$ cat src/inc/param_bank_pkg.sv
// Shared constants for the parameter write-protect bank
package param_bank_pkg;
	// Bus and word geometry
	localparam int ADDR_W = 8;
	localparam int DATA_W = 16;
	localparam int IDX_W = 5;
	localparam int GRP_W = 2;
	localparam int GROUPS = 4;
	localparam int DEPTH = 32;
	localparam int CTL_BIT = 7;
	localparam int GRP_LSB = 5;
	localparam int SYNC_STAGES = 3;

	// Parameter groups, taken from address bits above the index
	localparam logic [1:0] GRP_BASIC = 2'h0;
	localparam logic [1:0] GRP_GAIN = 2'h1;
	localparam logic [1:0] GRP_EXT = 2'h2;
	localparam logic [1:0] GRP_IO = 2'h3;

	// Write-lock levels
	localparam logic [15:0] LOCK_BASIC = 16'h0000;
	localparam logic [15:0] LOCK_STD = 16'h000B;
	localparam logic [15:0] LOCK_ALL = 16'h000C;
	localparam logic [15:0] LOCK_RO_BASIC = 16'h100B;
	localparam logic [15:0] LOCK_RO_ALL = 16'h100C;

	// Word index of each named parameter inside the basic group
	localparam logic [4:0] IDX_BRAKE = 5'h02;
	localparam logic [4:0] IDX_MTURN = 5'h03;
	localparam logic [4:0] IDX_FSEL = 5'h04;
	localparam logic [4:0] IDX_TUNE = 5'h08;
	localparam logic [4:0] IDX_RESP = 5'h09;
	localparam logic [4:0] IDX_SETTLE = 5'h0A;
	localparam logic [4:0] IDX_ROT = 5'h0E;
	localparam logic [4:0] IDX_ENC = 5'h0F;
	localparam logic [4:0] IDX_LOCK = 5'h13;

	// Reset values of the named parameters
	localparam logic [15:0] RST_ZERO = 16'h0000;
	localparam logic [15:0] RST_TUNE = 16'h0001;
	localparam logic [15:0] RST_RESP = 16'h000C;
	localparam logic [15:0] RST_SETTLE = 16'h0064;
	localparam logic [15:0] RST_ENC = 16'h0FA0;
	localparam logic [15:0] RST_LOCK = 16'h000B;

	// Control space addresses (address bit 7 set)
	localparam logic [7:0] CTL_STATUS = 8'h80;
	localparam logic [7:0] CTL_MASK = 8'h81;
	localparam logic [7:0] CTL_LOCK_ACT = 8'h82;
	localparam logic [7:0] CTL_ALARM = 8'h83;

	// Sticky status bits
	localparam int ST_W = 3;
	localparam int ST_PARAM_ERR = 0;
	localparam int ST_WR_REJ = 1;
	localparam int ST_RD_REJ = 2;

	// Alarm code 37 decimal
	localparam logic [7:0] ALARM_PARAM = 8'h25;
	localparam logic [7:0] ALARM_NONE = 8'h00;

	// Forced-stop selection digit of function select A-1
	localparam int FSEL_HALT_LSB = 8;
	localparam logic [3:0] FSEL_HALT_OFF = 4'h1;

	// Braking-resistor selection codes (low byte)
	localparam logic [7:0] BRAKE_NONE = 8'h00;
	localparam logic [7:0] BRAKE_EXT_LO = 8'h01;
	localparam logic [7:0] BRAKE_EXT_HI = 8'h09;
	localparam logic [7:0] BRAKE_GAP = 8'h07;
	localparam logic [7:0] BRAKE_HV_LO = 8'h80;
	localparam logic [7:0] BRAKE_HV_HI = 8'h85;
	localparam logic [7:0] BRAKE_FAN = 8'hFA;
endpackage : param_bank_pkg

$ cat src/pin_sync.sv
// Three-stage pin synchroniser with agreement filter
`timescale 1ns/100ps
module pin_sync #(
	parameter int STAGES = param_bank_pkg::SYNC_STAGES
) (
	input wire logic clk_in,
	input wire logic rst_in,
	input wire logic pin_in,
	output logic level_out
);
	// Shift chain; stage 0 is read only by stage 1
	logic [STAGES-1:0] chain;

	// Chain shifts every edge
	always_ff @(posedge clk_in or posedge rst_in) begin
		if (rst_in) begin
			chain <= '0;
		end else begin
			chain <= {chain[STAGES-2:0], pin_in};
		end
	end

	// Accept a change only once the last two stages agree
	always_ff @(posedge clk_in or posedge rst_in) begin
		if (rst_in) begin
			level_out <= 1'b0;
		end else if (chain[STAGES-1] == chain[STAGES-2]) begin
			level_out <= chain[STAGES-1];
		end
	end
endmodule : pin_sync

$ cat src/param_bank.sv
// Parameter bank with write-lock gating, deferred apply and alarms
//
// Function
// - Lock 0000h/000Bh/000Ch open one, three, four groups
// - 100Bh/100Ch read-only; only lock word writable
// - Lock level resets to 000Bh
// - Starred parameters apply at power-up or controller reset
// - Braking selection applies at power-up only
// - Unsupported braking code raises alarm 37
// - Decode braking code: none, external, fan-cooled
// - Multi-turn keep used only in position mode
// - Forced-stop digit 1 holds halt released
// - Four groups: basic, gain, extension, I/O
//
// Implementation choices: the register addresses and the address-and-strobe port.
`timescale 1ns/100ps
module param_bank (
	input wire logic clk_in,
	input wire logic rst_in,
	input wire logic [param_bank_pkg::ADDR_W-1:0] addr_in,
	input wire logic [param_bank_pkg::DATA_W-1:0] wdata_in,
	input wire logic wr_in,
	input wire logic rd_in,
	output logic [param_bank_pkg::DATA_W-1:0] rdata_out,
	input wire logic ctrl_reset_in,
	input wire logic position_mode_in,
	input wire logic emergency_halt_in,
	output logic halt_active_out,
	output logic param_error_out,
	output logic [7:0] alarm_code_out,
	output logic irq_out,
	output logic [7:0] brake_code_out,
	output logic brake_ext_out,
	output logic brake_fan_out,
	output logic [param_bank_pkg::DATA_W-1:0] multi_turn_keep_out,
	output logic [param_bank_pkg::DATA_W-1:0] rotation_sense_out,
	output logic [param_bank_pkg::DATA_W-1:0] encoder_pulse_count_out,
	output logic [param_bank_pkg::DATA_W-1:0] gain_tuning_mode_out,
	output logic [param_bank_pkg::DATA_W-1:0] tuning_responsiveness_out,
	output logic [param_bank_pkg::DATA_W-1:0] settle_window_out
);
	localparam int DW = param_bank_pkg::DATA_W;
	localparam int IW = param_bank_pkg::IDX_W;

	// Reset value of one stored word
	function automatic logic [15:0] reset_word(input int grp, input int idx);
		logic [15:0] val;
		val = param_bank_pkg::RST_ZERO;
		if (grp == 0) begin
			case (idx)
				param_bank_pkg::IDX_TUNE: val = param_bank_pkg::RST_TUNE;
				param_bank_pkg::IDX_RESP: val = param_bank_pkg::RST_RESP;
				param_bank_pkg::IDX_SETTLE: val = param_bank_pkg::RST_SETTLE;
				param_bank_pkg::IDX_ENC: val = param_bank_pkg::RST_ENC;
				param_bank_pkg::IDX_LOCK: val = param_bank_pkg::RST_LOCK;
				default: val = param_bank_pkg::RST_ZERO;
			endcase
		end
		return val;
	endfunction : reset_word

	// Groups visible for reading at a lock level
	function automatic logic read_ok(input logic [15:0] lvl, input logic [1:0] grp);
		logic ok;
		ok = (grp == param_bank_pkg::GRP_BASIC);
		case (lvl)
			param_bank_pkg::LOCK_STD: ok = (grp != param_bank_pkg::GRP_IO);
			param_bank_pkg::LOCK_ALL: ok = 1'b1;
			param_bank_pkg::LOCK_RO_ALL: ok = 1'b1;
			default: ok = (grp == param_bank_pkg::GRP_BASIC);
		endcase
		return ok;
	endfunction : read_ok

	// Groups open for writing at a lock level; unknown levels lock everything
	function automatic logic write_ok(input logic [15:0] lvl, input logic [1:0] grp);
		logic ok;
		ok = 1'b0;
		case (lvl)
			param_bank_pkg::LOCK_BASIC: ok = (grp == param_bank_pkg::GRP_BASIC);
			param_bank_pkg::LOCK_STD: ok = (grp != param_bank_pkg::GRP_IO);
			param_bank_pkg::LOCK_ALL: ok = 1'b1;
			default: ok = 1'b0;
		endcase
		return ok;
	endfunction : write_ok

	// Braking codes this drive supports; 07 is a hole in the list
	function automatic logic brake_supported(input logic [7:0] code);
		return (code == param_bank_pkg::BRAKE_NONE) ||
			((code >= param_bank_pkg::BRAKE_EXT_LO) &&
			(code <= param_bank_pkg::BRAKE_EXT_HI) &&
			(code != param_bank_pkg::BRAKE_GAP)) ||
			((code >= param_bank_pkg::BRAKE_HV_LO) &&
			(code <= param_bank_pkg::BRAKE_HV_HI)) ||
			(code == param_bank_pkg::BRAKE_FAN);
	endfunction : brake_supported

	// Stored parameter words, one array per group
	logic [DW-1:0] mem [0:param_bank_pkg::GROUPS-1][0:param_bank_pkg::DEPTH-1];
	// Values in effect; only loaded at power-up or controller reset
	logic [DW-1:0] act_brake;
	logic [DW-1:0] act_mturn;
	logic [DW-1:0] act_fsel;
	logic [DW-1:0] act_rot;
	logic [DW-1:0] act_enc;
	logic [DW-1:0] act_lock;
	// Low for the first cycle after reset release
	logic boot_done;
	// Interrupt state
	logic [param_bank_pkg::ST_W-1:0] status;
	logic [param_bank_pkg::ST_W-1:0] mask;
	logic [param_bank_pkg::ST_W-1:0] next_status;
	// Filtered external halt request
	logic halt_req;

	// Address decode
	wire ctl_space = addr_in[param_bank_pkg::CTL_BIT];
	wire [1:0] grp_sel = addr_in[param_bank_pkg::GRP_LSB +: param_bank_pkg::GRP_W];
	wire [IW-1:0] idx_sel = addr_in[IW-1:0];
	wire is_lock_word = (grp_sel == param_bank_pkg::GRP_BASIC) &&
		(idx_sel == param_bank_pkg::IDX_LOCK);
	// Lock word itself is always writable so software can unlock
	wire wr_allowed = is_lock_word || write_ok(act_lock, grp_sel);
	wire wr_param = wr_in && !ctl_space;
	wire wr_commit = wr_param && wr_allowed;
	wire wr_reject = wr_param && !wr_allowed;
	wire rd_allowed = read_ok(act_lock, grp_sel);
	wire rd_reject = rd_in && !ctl_space && !rd_allowed;
	wire wr_ctl_status = wr_in && (addr_in == param_bank_pkg::CTL_STATUS);
	wire wr_ctl_mask = wr_in && (addr_in == param_bank_pkg::CTL_MASK);
	// Load strobes for the values in effect
	wire power_load = !boot_done;
	wire ctrl_load = ctrl_reset_in && boot_done;
	wire star_load = power_load || ctrl_load;
	// Derived conditions
	wire brake_bad = !brake_supported(act_brake[7:0]);
	wire halt_off = act_fsel[param_bank_pkg::FSEL_HALT_LSB +: 4] ==
		param_bank_pkg::FSEL_HALT_OFF;
	wire [param_bank_pkg::ST_W-1:0] st_set = {rd_reject, wr_reject, brake_bad && boot_done};
	wire [param_bank_pkg::ST_W-1:0] st_clr = wr_ctl_status ? wdata_in[param_bank_pkg::ST_W-1:0] : '0;

	// Read mux for the bus
	logic [DW-1:0] rd_value;
	always_comb begin
		rd_value = '0;
		if (!ctl_space) begin
			rd_value = rd_allowed ? mem[grp_sel][idx_sel] : '0;
		end else begin
			case (addr_in)
				param_bank_pkg::CTL_STATUS: rd_value = DW'(status);
				param_bank_pkg::CTL_MASK: rd_value = DW'(mask);
				param_bank_pkg::CTL_LOCK_ACT: rd_value = act_lock;
				param_bank_pkg::CTL_ALARM: rd_value = DW'(alarm_code_out);
				default: rd_value = '0;
			endcase
		end
	end

	// Sticky bits: a set in the clearing cycle survives
	assign next_status = (status & ~st_clr) | st_set;

	// Storage words; each word has its own enable and reset value
	for (genvar g = 0; g < param_bank_pkg::GROUPS; g++) begin : g_grp
		for (genvar i = 0; i < param_bank_pkg::DEPTH; i++) begin : g_word
			wire hit = wr_commit && (grp_sel == g) && (idx_sel == i);
			always_ff @(posedge clk_in or posedge rst_in) begin
				if (rst_in) begin
					mem[g][i] <= reset_word(g, i);
				end else if (hit) begin
					mem[g][i] <= wdata_in;
				end
			end
		end
	end

	// Boot flag marks the power-up load cycle
	always_ff @(posedge clk_in or posedge rst_in) begin
		if (rst_in) begin
			boot_done <= 1'b0;
		end else begin
			boot_done <= 1'b1;
		end
	end

	// Braking selection: power-up only, a controller reset does not apply it
	always_ff @(posedge clk_in or posedge rst_in) begin
		if (rst_in) begin
			act_brake <= param_bank_pkg::RST_ZERO;
		end else if (power_load) begin
			act_brake <= mem[param_bank_pkg::GRP_BASIC][param_bank_pkg::IDX_BRAKE];
		end
	end

	// Starred parameters: power-up or controller reset
	always_ff @(posedge clk_in or posedge rst_in) begin
		if (rst_in) begin
			act_mturn <= param_bank_pkg::RST_ZERO;
			act_fsel <= param_bank_pkg::RST_ZERO;
			act_rot <= param_bank_pkg::RST_ZERO;
			act_enc <= param_bank_pkg::RST_ENC;
			act_lock <= param_bank_pkg::RST_LOCK;
		end else if (star_load) begin
			act_mturn <= mem[param_bank_pkg::GRP_BASIC][param_bank_pkg::IDX_MTURN];
			act_fsel <= mem[param_bank_pkg::GRP_BASIC][param_bank_pkg::IDX_FSEL];
			act_rot <= mem[param_bank_pkg::GRP_BASIC][param_bank_pkg::IDX_ROT];
			act_enc <= mem[param_bank_pkg::GRP_BASIC][param_bank_pkg::IDX_ENC];
			act_lock <= mem[param_bank_pkg::GRP_BASIC][param_bank_pkg::IDX_LOCK];
		end
	end

	// Interrupt status and mask
	always_ff @(posedge clk_in or posedge rst_in) begin
		if (rst_in) begin
			status <= '0;
			mask <= '0;
		end else begin
			status <= next_status;
			if (wr_ctl_mask) begin
				mask <= wdata_in[param_bank_pkg::ST_W-1:0];
			end
		end
	end

	// Read data stand only in the cycle after the strobe
	always_ff @(posedge clk_in or posedge rst_in) begin
		if (rst_in) begin
			rdata_out <= '0;
		end else begin
			rdata_out <= rd_in ? rd_value : '0;
		end
	end

	// External halt passes the pin filter
	pin_sync #(
		.STAGES(param_bank_pkg::SYNC_STAGES)
	) u_halt_sync (
		.clk_in(clk_in),
		.rst_in(rst_in),
		.pin_in(emergency_halt_in),
		.level_out(halt_req)
	);

	// Drive-facing outputs, all registered
	always_ff @(posedge clk_in or posedge rst_in) begin
		if (rst_in) begin
			halt_active_out <= 1'b0;
			param_error_out <= 1'b0;
			alarm_code_out <= param_bank_pkg::ALARM_NONE;
			brake_code_out <= param_bank_pkg::BRAKE_NONE;
			brake_ext_out <= 1'b0;
			brake_fan_out <= 1'b0;
			multi_turn_keep_out <= '0;
		end else begin
			// Deselected input reads as permanently released
			halt_active_out <= halt_off ? 1'b0 : halt_req;
			param_error_out <= brake_bad;
			alarm_code_out <= brake_bad ? param_bank_pkg::ALARM_PARAM :
				param_bank_pkg::ALARM_NONE;
			brake_code_out <= act_brake[7:0];
			brake_ext_out <= !brake_bad && (act_brake[7:0] != param_bank_pkg::BRAKE_NONE) &&
				(act_brake[7:0] != param_bank_pkg::BRAKE_FAN);
			brake_fan_out <= act_brake[7:0] == param_bank_pkg::BRAKE_FAN;
			// Speed mode ignores the multi-turn keep selection
			multi_turn_keep_out <= position_mode_in ? act_mturn : '0;
		end
	end

	// Level interrupt from any unmasked sticky bit
	assign irq_out = |(status & mask);
	// Values in effect straight from flops
	assign rotation_sense_out = act_rot;
	assign encoder_pulse_count_out = act_enc;
	// Tuning words act as soon as written
	assign gain_tuning_mode_out = mem[param_bank_pkg::GRP_BASIC][param_bank_pkg::IDX_TUNE];
	assign tuning_responsiveness_out = mem[param_bank_pkg::GRP_BASIC][param_bank_pkg::IDX_RESP];
	assign settle_window_out = mem[param_bank_pkg::GRP_BASIC][param_bank_pkg::IDX_SETTLE];
endmodule : param_bank

$ cat config.mk
export PLATFORM = sky130hd
export DESIGN_NAME = param_bank
export DESIGN_NICKNAME = d
export VERILOG_FILES = /design/src/inc/param_bank_pkg.sv /design/src/pin_sync.sv /design/src/param_bank.sv
export SDC_FILE = /design/constraint.sdc
export NUM_CORES = 2
export LEC_CHECK = 0
export ABC_AREA = 1
export BUFFER_PORTS_ARGS = -buffer_cell sky130_fd_sc_hd__buf_2
export CORE_MARGIN = 2
export CORE_UTILIZATION = 60
export CTS_CLUSTER_DIAMETER = 50
export DETAILED_ROUTE_END_ITERATION = 12
export PLACE_DENSITY = 0.81
export SYNTH_ARGS = -nofsm -noshare
export SYNTH_HDL_FRONTEND = slang
export SYNTH_HIERARCHICAL = 1
export SYNTH_SLANG_ARGS = --single-unit
$ cat constraint.sdc
create_clock -name clk_in -period 75.9 [get_ports clk_in]
set_clock_uncertainty 0.05 [all_clocks]
set_input_delay 7.59 -clock clk_in [delete_from_list [all_inputs] [get_ports clk_in]]
set_output_delay 7.59 -clock clk_in [all_outputs]
set_load 0.02 [all_outputs]
# Yosys cells after proc, flatten, opt, wreduce, memory -nomap -nowiden
# Index checks and enable logic that the tools add are counted.
# W data, S select, Z words.
# word_totals
reg_bits,2193
output_inout_bits,133
mem_bits_ro,0
latchBits,0
ramBits,0
elab_cells,386
inputBits,31
mem_count,0
# op_classes
n_mux,16
n_eq_ne,47
n_div,0
n_reduce_logical,164
mul,0
addsub,0
order_cmp,6
shift,0
n_bitwise,6
# ops
cell,count
$bmux W512 S2,1
$mux W512,2
$logic_and A1 B1 Y1,147
$mux W16,6
$bmux W16 S5,1
$eq A5 B5 Y1 const B,16
$pmux W16 S4,1
$eq A5 B4 Y1 const B,8
$eq A8 B8 Y1 const B,5
$eq A16 B4 Y1 const B,2
$eq A5 B3 Y1 const B,4
$eq A16 B13 Y1 const B,1
$logic_not A16 Y1,1
$eq A5 B2 Y1 const B,2
$ge A8 B1 Y1 const B,1
$ge A8 B8 Y1 const B,1
$le A8 B4 Y1 const B,1
$le A8 B8 Y1 const B,1
$logic_not A8 Y1,1
$ne A8 B3 Y1 const B,1
$ne A8 B8 Y1 const B,1
$reduce_bool A8 Y1,1
$and A3 B3 Y3,2
$ge A6 B6 Y1 const B,1
other kinds (22),31

# Depth between registers and ports, before layout
# depth
ltp_word,10
mapped_depth,17
depth_no_buf,15

# Cells and area by module
# Netlist, hierarchy kept.
# by_module_without_submodules
mod,instances,seq_area_each_um2,area_each_um2,cells_per_inst
param_bank,1,54457.2,103307.8,13840
pin_sync,1,100.1,120.1,9

# Worst setup path before layout
# OpenSTA, ideal clock, no wires.
# synth_path
path_kind,input to register
startpoint,input port addr_in[2] (netlist name)
endpoint,register mem[704] (netlist name)
arrival_time_ns,9.226
slack_ns,66.507
stages,16
n_path_buf,2
required_ns,75.734
setup_ns,0.116
cell_sequence,nor2_4 > inv_4 > nor2_8 > inv_4 > nor2_4 > inv_4 > nand2_2 > nand2_2 > nand3_4 > nand3_4 > buf_8 > nor2_8 > inv_2 > buf_2 > nand2_1 > nand2_1
# synth_between
elab_chain_len,6
# synth_rtl
item,line,source
"start, declared",param_bank.sv:20,"input wire logic [param_bank_pkg::ADDR_W-1:0] addr_in,"
$eq A5 B5 Y1 *,"param_bank.sv:122, param_bank.sv:166",
$logic_and A1 B1 Y1,param_bank.sv:121,wire is_lock_word = (grp_sel == param_bank_pkg::GRP_BASIC) &&
$logic_or A1 B1 Y1,param_bank.sv:124,"wire wr_allowed = is_lock_word || write_ok(act_lock, grp_sel);"
$logic_and A1 B1 Y1,param_bank.sv:126,wire wr_commit = wr_param && wr_allowed;
$logic_and A1 B1 Y1,param_bank.sv:166,wire hit = wr_commit && (grp_sel == g) && (idx_sel == i);
$logic_and A1 B1 Y1 *,param_bank.sv:166,
"end signal, assigned by index",param_bank.sv:169,"mem[g][i] <= reset_word(g, i);"
"end signal, assigned by index",param_bank.sv:171,mem[g][i] <= wdata_in;
"end, declared",param_bank.sv:100,logic [DW-1:0] mem [0:param_bank_pkg::GROUPS-1][0:param_bank_pkg::DEPTH-1];
# Mark *: on every way between the ends. The rest lies on a longest branch, timed or not.
# A chain may end at the register's enable or synchronous reset.

# Worst setup path after layout
# layout_path
startpoint,input port addr_in[6] (netlist name)
endpoint,register rdata_out[9] (netlist name)
# layout_between
elab_chain_len,10
elab_cells_between_ends,18
classes_between,eq/ne: 5; mux: 11; bitwise: 1; reduce/logical: 1
# layout_rtl
item,line,source
$not A2 Y3 (not written as such),param_bank.sv:148,rd_value = rd_allowed ? mem[grp_sel][idx_sel] : '0;
$bmux W512 S2,param_bank.sv:148,
$mux W512 (not written as such) (2 in a row),param_bank.sv:148,
$bmux W16 S5,param_bank.sv:148,
$mux W16 (not written as such) (2 in a row),param_bank.sv:148,
$mux W16,param_bank.sv:148,
$mux W16 *,param_bank.sv:147,if (!ctl_space) begin
$mux W16 *,param_bank.sv:230,rdata_out <= rd_in ? rd_value : '0;
"end signal, assigned",param_bank.sv:230,
"end, declared",param_bank.sv:24,"output logic [param_bank_pkg::DATA_W-1:0] rdata_out,"
# Mark *: on every way between the ends. The rest lies on a longest branch, timed or not. The select of a mux whose other input is x is not followed.

==> key figures <==
GRT
  • Grt total ovfl: 0
  • Vias in the first global route: 90748
  • Total GRT Usage: 0.412
  • Largest net degree at the start of global routing: 178
  • First-pass GRT wire length: 549 mm
  • Initial antenna violation count: 17

Timing
  • RSZ-0062 raised after global routing: no
  • Final Max Slew Viols: 0
  • Period utilisation layout: 0.163
  • Final Hold Viols: 0
  • Min Tclk post-route: 12.38 ns
  • Final-report setup violation count: 0
  • Fmax: 80.8 MHz
  • Worst-Margin Slew: 1.45 ns
  • Setup TNS Final: 0 ns
  • Slew headroom: 0.0290

Clock network
  • CTS H-Tree Depth: 4
  • Hold Buf Count CTS: 0
  • Total CTS buffers: 223
  • Post-CTS Setup Inserts: 0
  • TritonCTS clock tree: done
  • CTS root buf: clkbuf_16
  • Reg clk slew, reported paths: 0.06 ns
  • Clk sinks: 2179
  • Clock buffer depth: 3
  • Clk Latency, worst-skew pair: 0.88 ns
  • CTS resizes: 0

Cells and area
  • Area delta synth->final: 7.80%
  • # nets final: 13474
  • Fin area: 111000 sq um
  • Fillers: 14068
  • Layout Cells excl Fill: 15948
  • Top reg by flops: mem
  • Max FFs per register: 2000
  • Layout cell share with drive strength beyond 1: 0.0691

Floorplan
  • I/O Pins: 164
  • Die area: 176000 sq um
  • Placeable Area: 171000 sq um
  • Die width: 419 microns
  • Initial Util: 0.604
  • Std-Cell Rows: 152
  • DIE HEIGHT: 419 microns

Synth
  • Mean post-synth cell area: 7.47 sq um
  • Share of the synthesized area in the top cell type: 0.521
  • Synthesis Warnings: 6
  • Post-synthesis async set-or-reset flop share: 1.00
  • Number of synthesized register bits: 2179
  • Top post-synthesis cells by area: dfrtp_1 52%, nand2_1 30%, o21ai_0 3.4%
  • Most frequent cell after synthesis: nand2_1
  • Distinct cells, synth: 38
  • Netlist Area Pre-Place: 103000 sq um
  • Area leader, netlist: dfrtp_1
  • Synthesized instance count: 13849
  • Post-synth top flop: dfrtp_1
  • Post-synth EDFFs: 0
  • Part of the Yosys area used for sequential elements: 0.527
  • Post-synth top cells: 8202 x nand2_1, 2155 x dfrtp_1, 693 x o21ai_0

Detailed routing
  • DRC: 0
  • Detail-routed net length per standard cell: 22.7 microns
  • WL final: 362 mm
  • DR pass1 iterations: 8
  • Iter 0 DRT Violations: 12840
  • Via count: 93794
  • Post-route ant nets: 0
  • Avg Vias per Cell: 5.88

Place
  • Gpl congestion: 1.00
  • Cell Area, Placed: 104000 sq um
  • # port buffers: 158
  • HPWL after detailed placement: 219 mm
  • Dpl cells: 15528

Power
  • Comb pwr share: 0.057
  • Switching share of power: 0.249
  • Clock share of power: 0.468
  • VDD IR-drop max: 22.4 uV
  • Design internal power: 1850 uW
  • NetSw: 614 uW
  • Leakage: 0.0626 uW
  • Pwr dens: 22.1 nW/um^2
  • Seq pwr share: 0.474

Critical path
  • Cell Chain, Critical Path: buf_4 -> inv_6 -> nor2_4 -> buf_4 -> buf_4 -> buf_12 -> nand2_1 -> nand4_1 -> nand2_1 -> nand2_1 -> nor2_1 -> nor2_1 -> nor2_1 -> nand2_1 -> nand3_1 -> a21oi_1
  • Max FO, Critical Path: 142
  • CP Class: in2reg
  • Most numerous cell on the critical path: nand2_1
  • Worst reg2reg endpoint: mem[1373]
  • Data required time at the worst endpoint: 76.63 ns
  • Delay-heaviest family, CP: buffers and inverters
  • WP data arrival: 13.11 ns
  • Crit path buf inv count: 5
  • Slowest-stage cell, CP: buf_4
  • Critical R2R Launch: act_lock[10]
  • CP startpoint kind: primary input
  • Worst stage delay on the critical path: 0.77 ns
  • Worst reg2reg setup slack: 71.43 ns
  • CP Capture Type: flop
  • R2R cell count: 11

Hold path
  • Hold Crit Endpoint: u_halt_sync/chain[1]
  • Worst hold path startpoint: u_halt_sync/chain[0]
  • Worst hold path stage count: 0
  • Worst hold path type: reg2reg

Status
  • Outcome: finished, final reports clean

Flow run
  • Maxcap violations: 0
-- metal layers --
| layer | wire (microns) | GRT usage | vias up |
|---|---|---|---|
| li1 | - | - | 41338 |
| met1 | 130000 | 0.527 | 44747 |
| met2 | 155000 | 0.604 | 6250 |
| met3 | 49700 | 0.132 | 1443 |
| met4 | 27100 | 0.268 | 16 |
| met5 | 151 | 0 | - |
-- layout make-up --
| cell class | instances | area (sq um) | share of cell area |
|---|---|---|---|
| Sequential cell | 2179 | 54600 | 0.489 |
| Clock buffer | 316 | 6500 | 0.0583 |
| Tap cell | 2310 | 2890 | 0.0259 |
| Clock inverter | 96 | 1170 | 0.0105 |
| Multi-Input combinational cell | 10094 | 41900 | 0.376 |
| Timing Repair Buffer | 275 | 1930 | 0.0173 |
| Inverter | 670 | 2550 | 0.0228 |
| Antenna cell | 8 | 20.0 | 0.000180 |
-- cells by family (layout without fill, tap and decap cells) --
logic type,count (synthesis),after routing,share of synthesized area
DFF,2179,2179,0.527
muxes,34,34,0.00370
and+or+nand+nor,9042,9042,0.349
AOI/OAI and AO/OA,1012,1012,0.0512
other,2,14,0.0000726
buffers and inverters,1580,1357,0.0683
-- per-stage QoR --
| stage | total power, uW | util | setup slack, ns | hold slack, ns |
|---|---|---|---|---|
| 2_1_floorplan | 1270 | - | 6.85 | 0.281 |
| 6_report | 2460 | 0.651 | 63.52 | 0.306 |
| 3_5_place_dp | 1320 | 0.606 | 63.02 | 0.299 |
| 3_3_place_gp | 1320 | 0.606 | 63.10 | 0.292 |
| 5_1_grt | 2510 | 0.651 | 63.68 | 0.326 |
| 4_1_cts | 2450 | 0.651 | 63.94 | 0.313 |
-- power by group through the flow --
| stage | clock network [uW] | registers [uW] | logic, uW |
|---|---|---|---|
| global route | 1200 | 1170 | 145 |
| detailed placement | 0 | 1190 | 135 |
| global placement | 0 | 1190 | 134 |
| CTS | 1150 | 1170 | 135 |
| floorplan | 0 | 1190 | 74.8 |
| finish | 1150 | 1170 | 141 |
-- worst max-delay path by stage --
stage / start / to / cells past startpoint
2_1_floorplan: rst_in / act_brake[0] / 1
3_3_place_gp: addr_in[6] / rdata_out[9] / 16
5_1_grt: addr_in[6] / rdata_out[9] / 16
4_1_cts: addr_in[6] / rdata_out[9] / 16
6_report: addr_in[6] / rdata_out[9] / 16
3_5_place_dp: addr_in[6] / rdata_out[9] / 16
-- cell usage in the layout (no fill, tap or decap), types with 6 or more instances in the layout --
cell        count
nand2_1      8200
dfrtp_1      2155
o21ai_0       692
inv_1         564
nor2_1        379
clkbuf_16     226
nand4_1       212
a21oi_1       145
buf_2         140
buf_4         106
nand3_1       101
inv_2          85
o21ai_1        80
nor2_8         72
a22oi_1        70
clkbuf_8       51
clkinv_2       44
clkbuf_1       39
mux2_2         34
nor2_2         30
nor2_4         29
dfstp_2        24
bufinv_16      20
buf_6          16
clkinv_1       12
o31ai_1        12
clkinvlp_4     12
buf_12         12
inv_6           9
diode_2         8
o22ai_1         6
conb_1          6
-- worst reg2reg max path: stages, from the launching register on --
cell	delay [ns]
dfrtp_1	0.36
inv_1	0.23
nand4_1	0.16
nor3_1	0.32
nand4_1	0.25
nand3_4	0.25
nand3_4	0.62
buf_4	0.74
nor2_2	0.81
inv_1	0.38
nand2_1	0.15
nand2_1	0.06
Note: power is estimated with default switching activity, not from simulation.
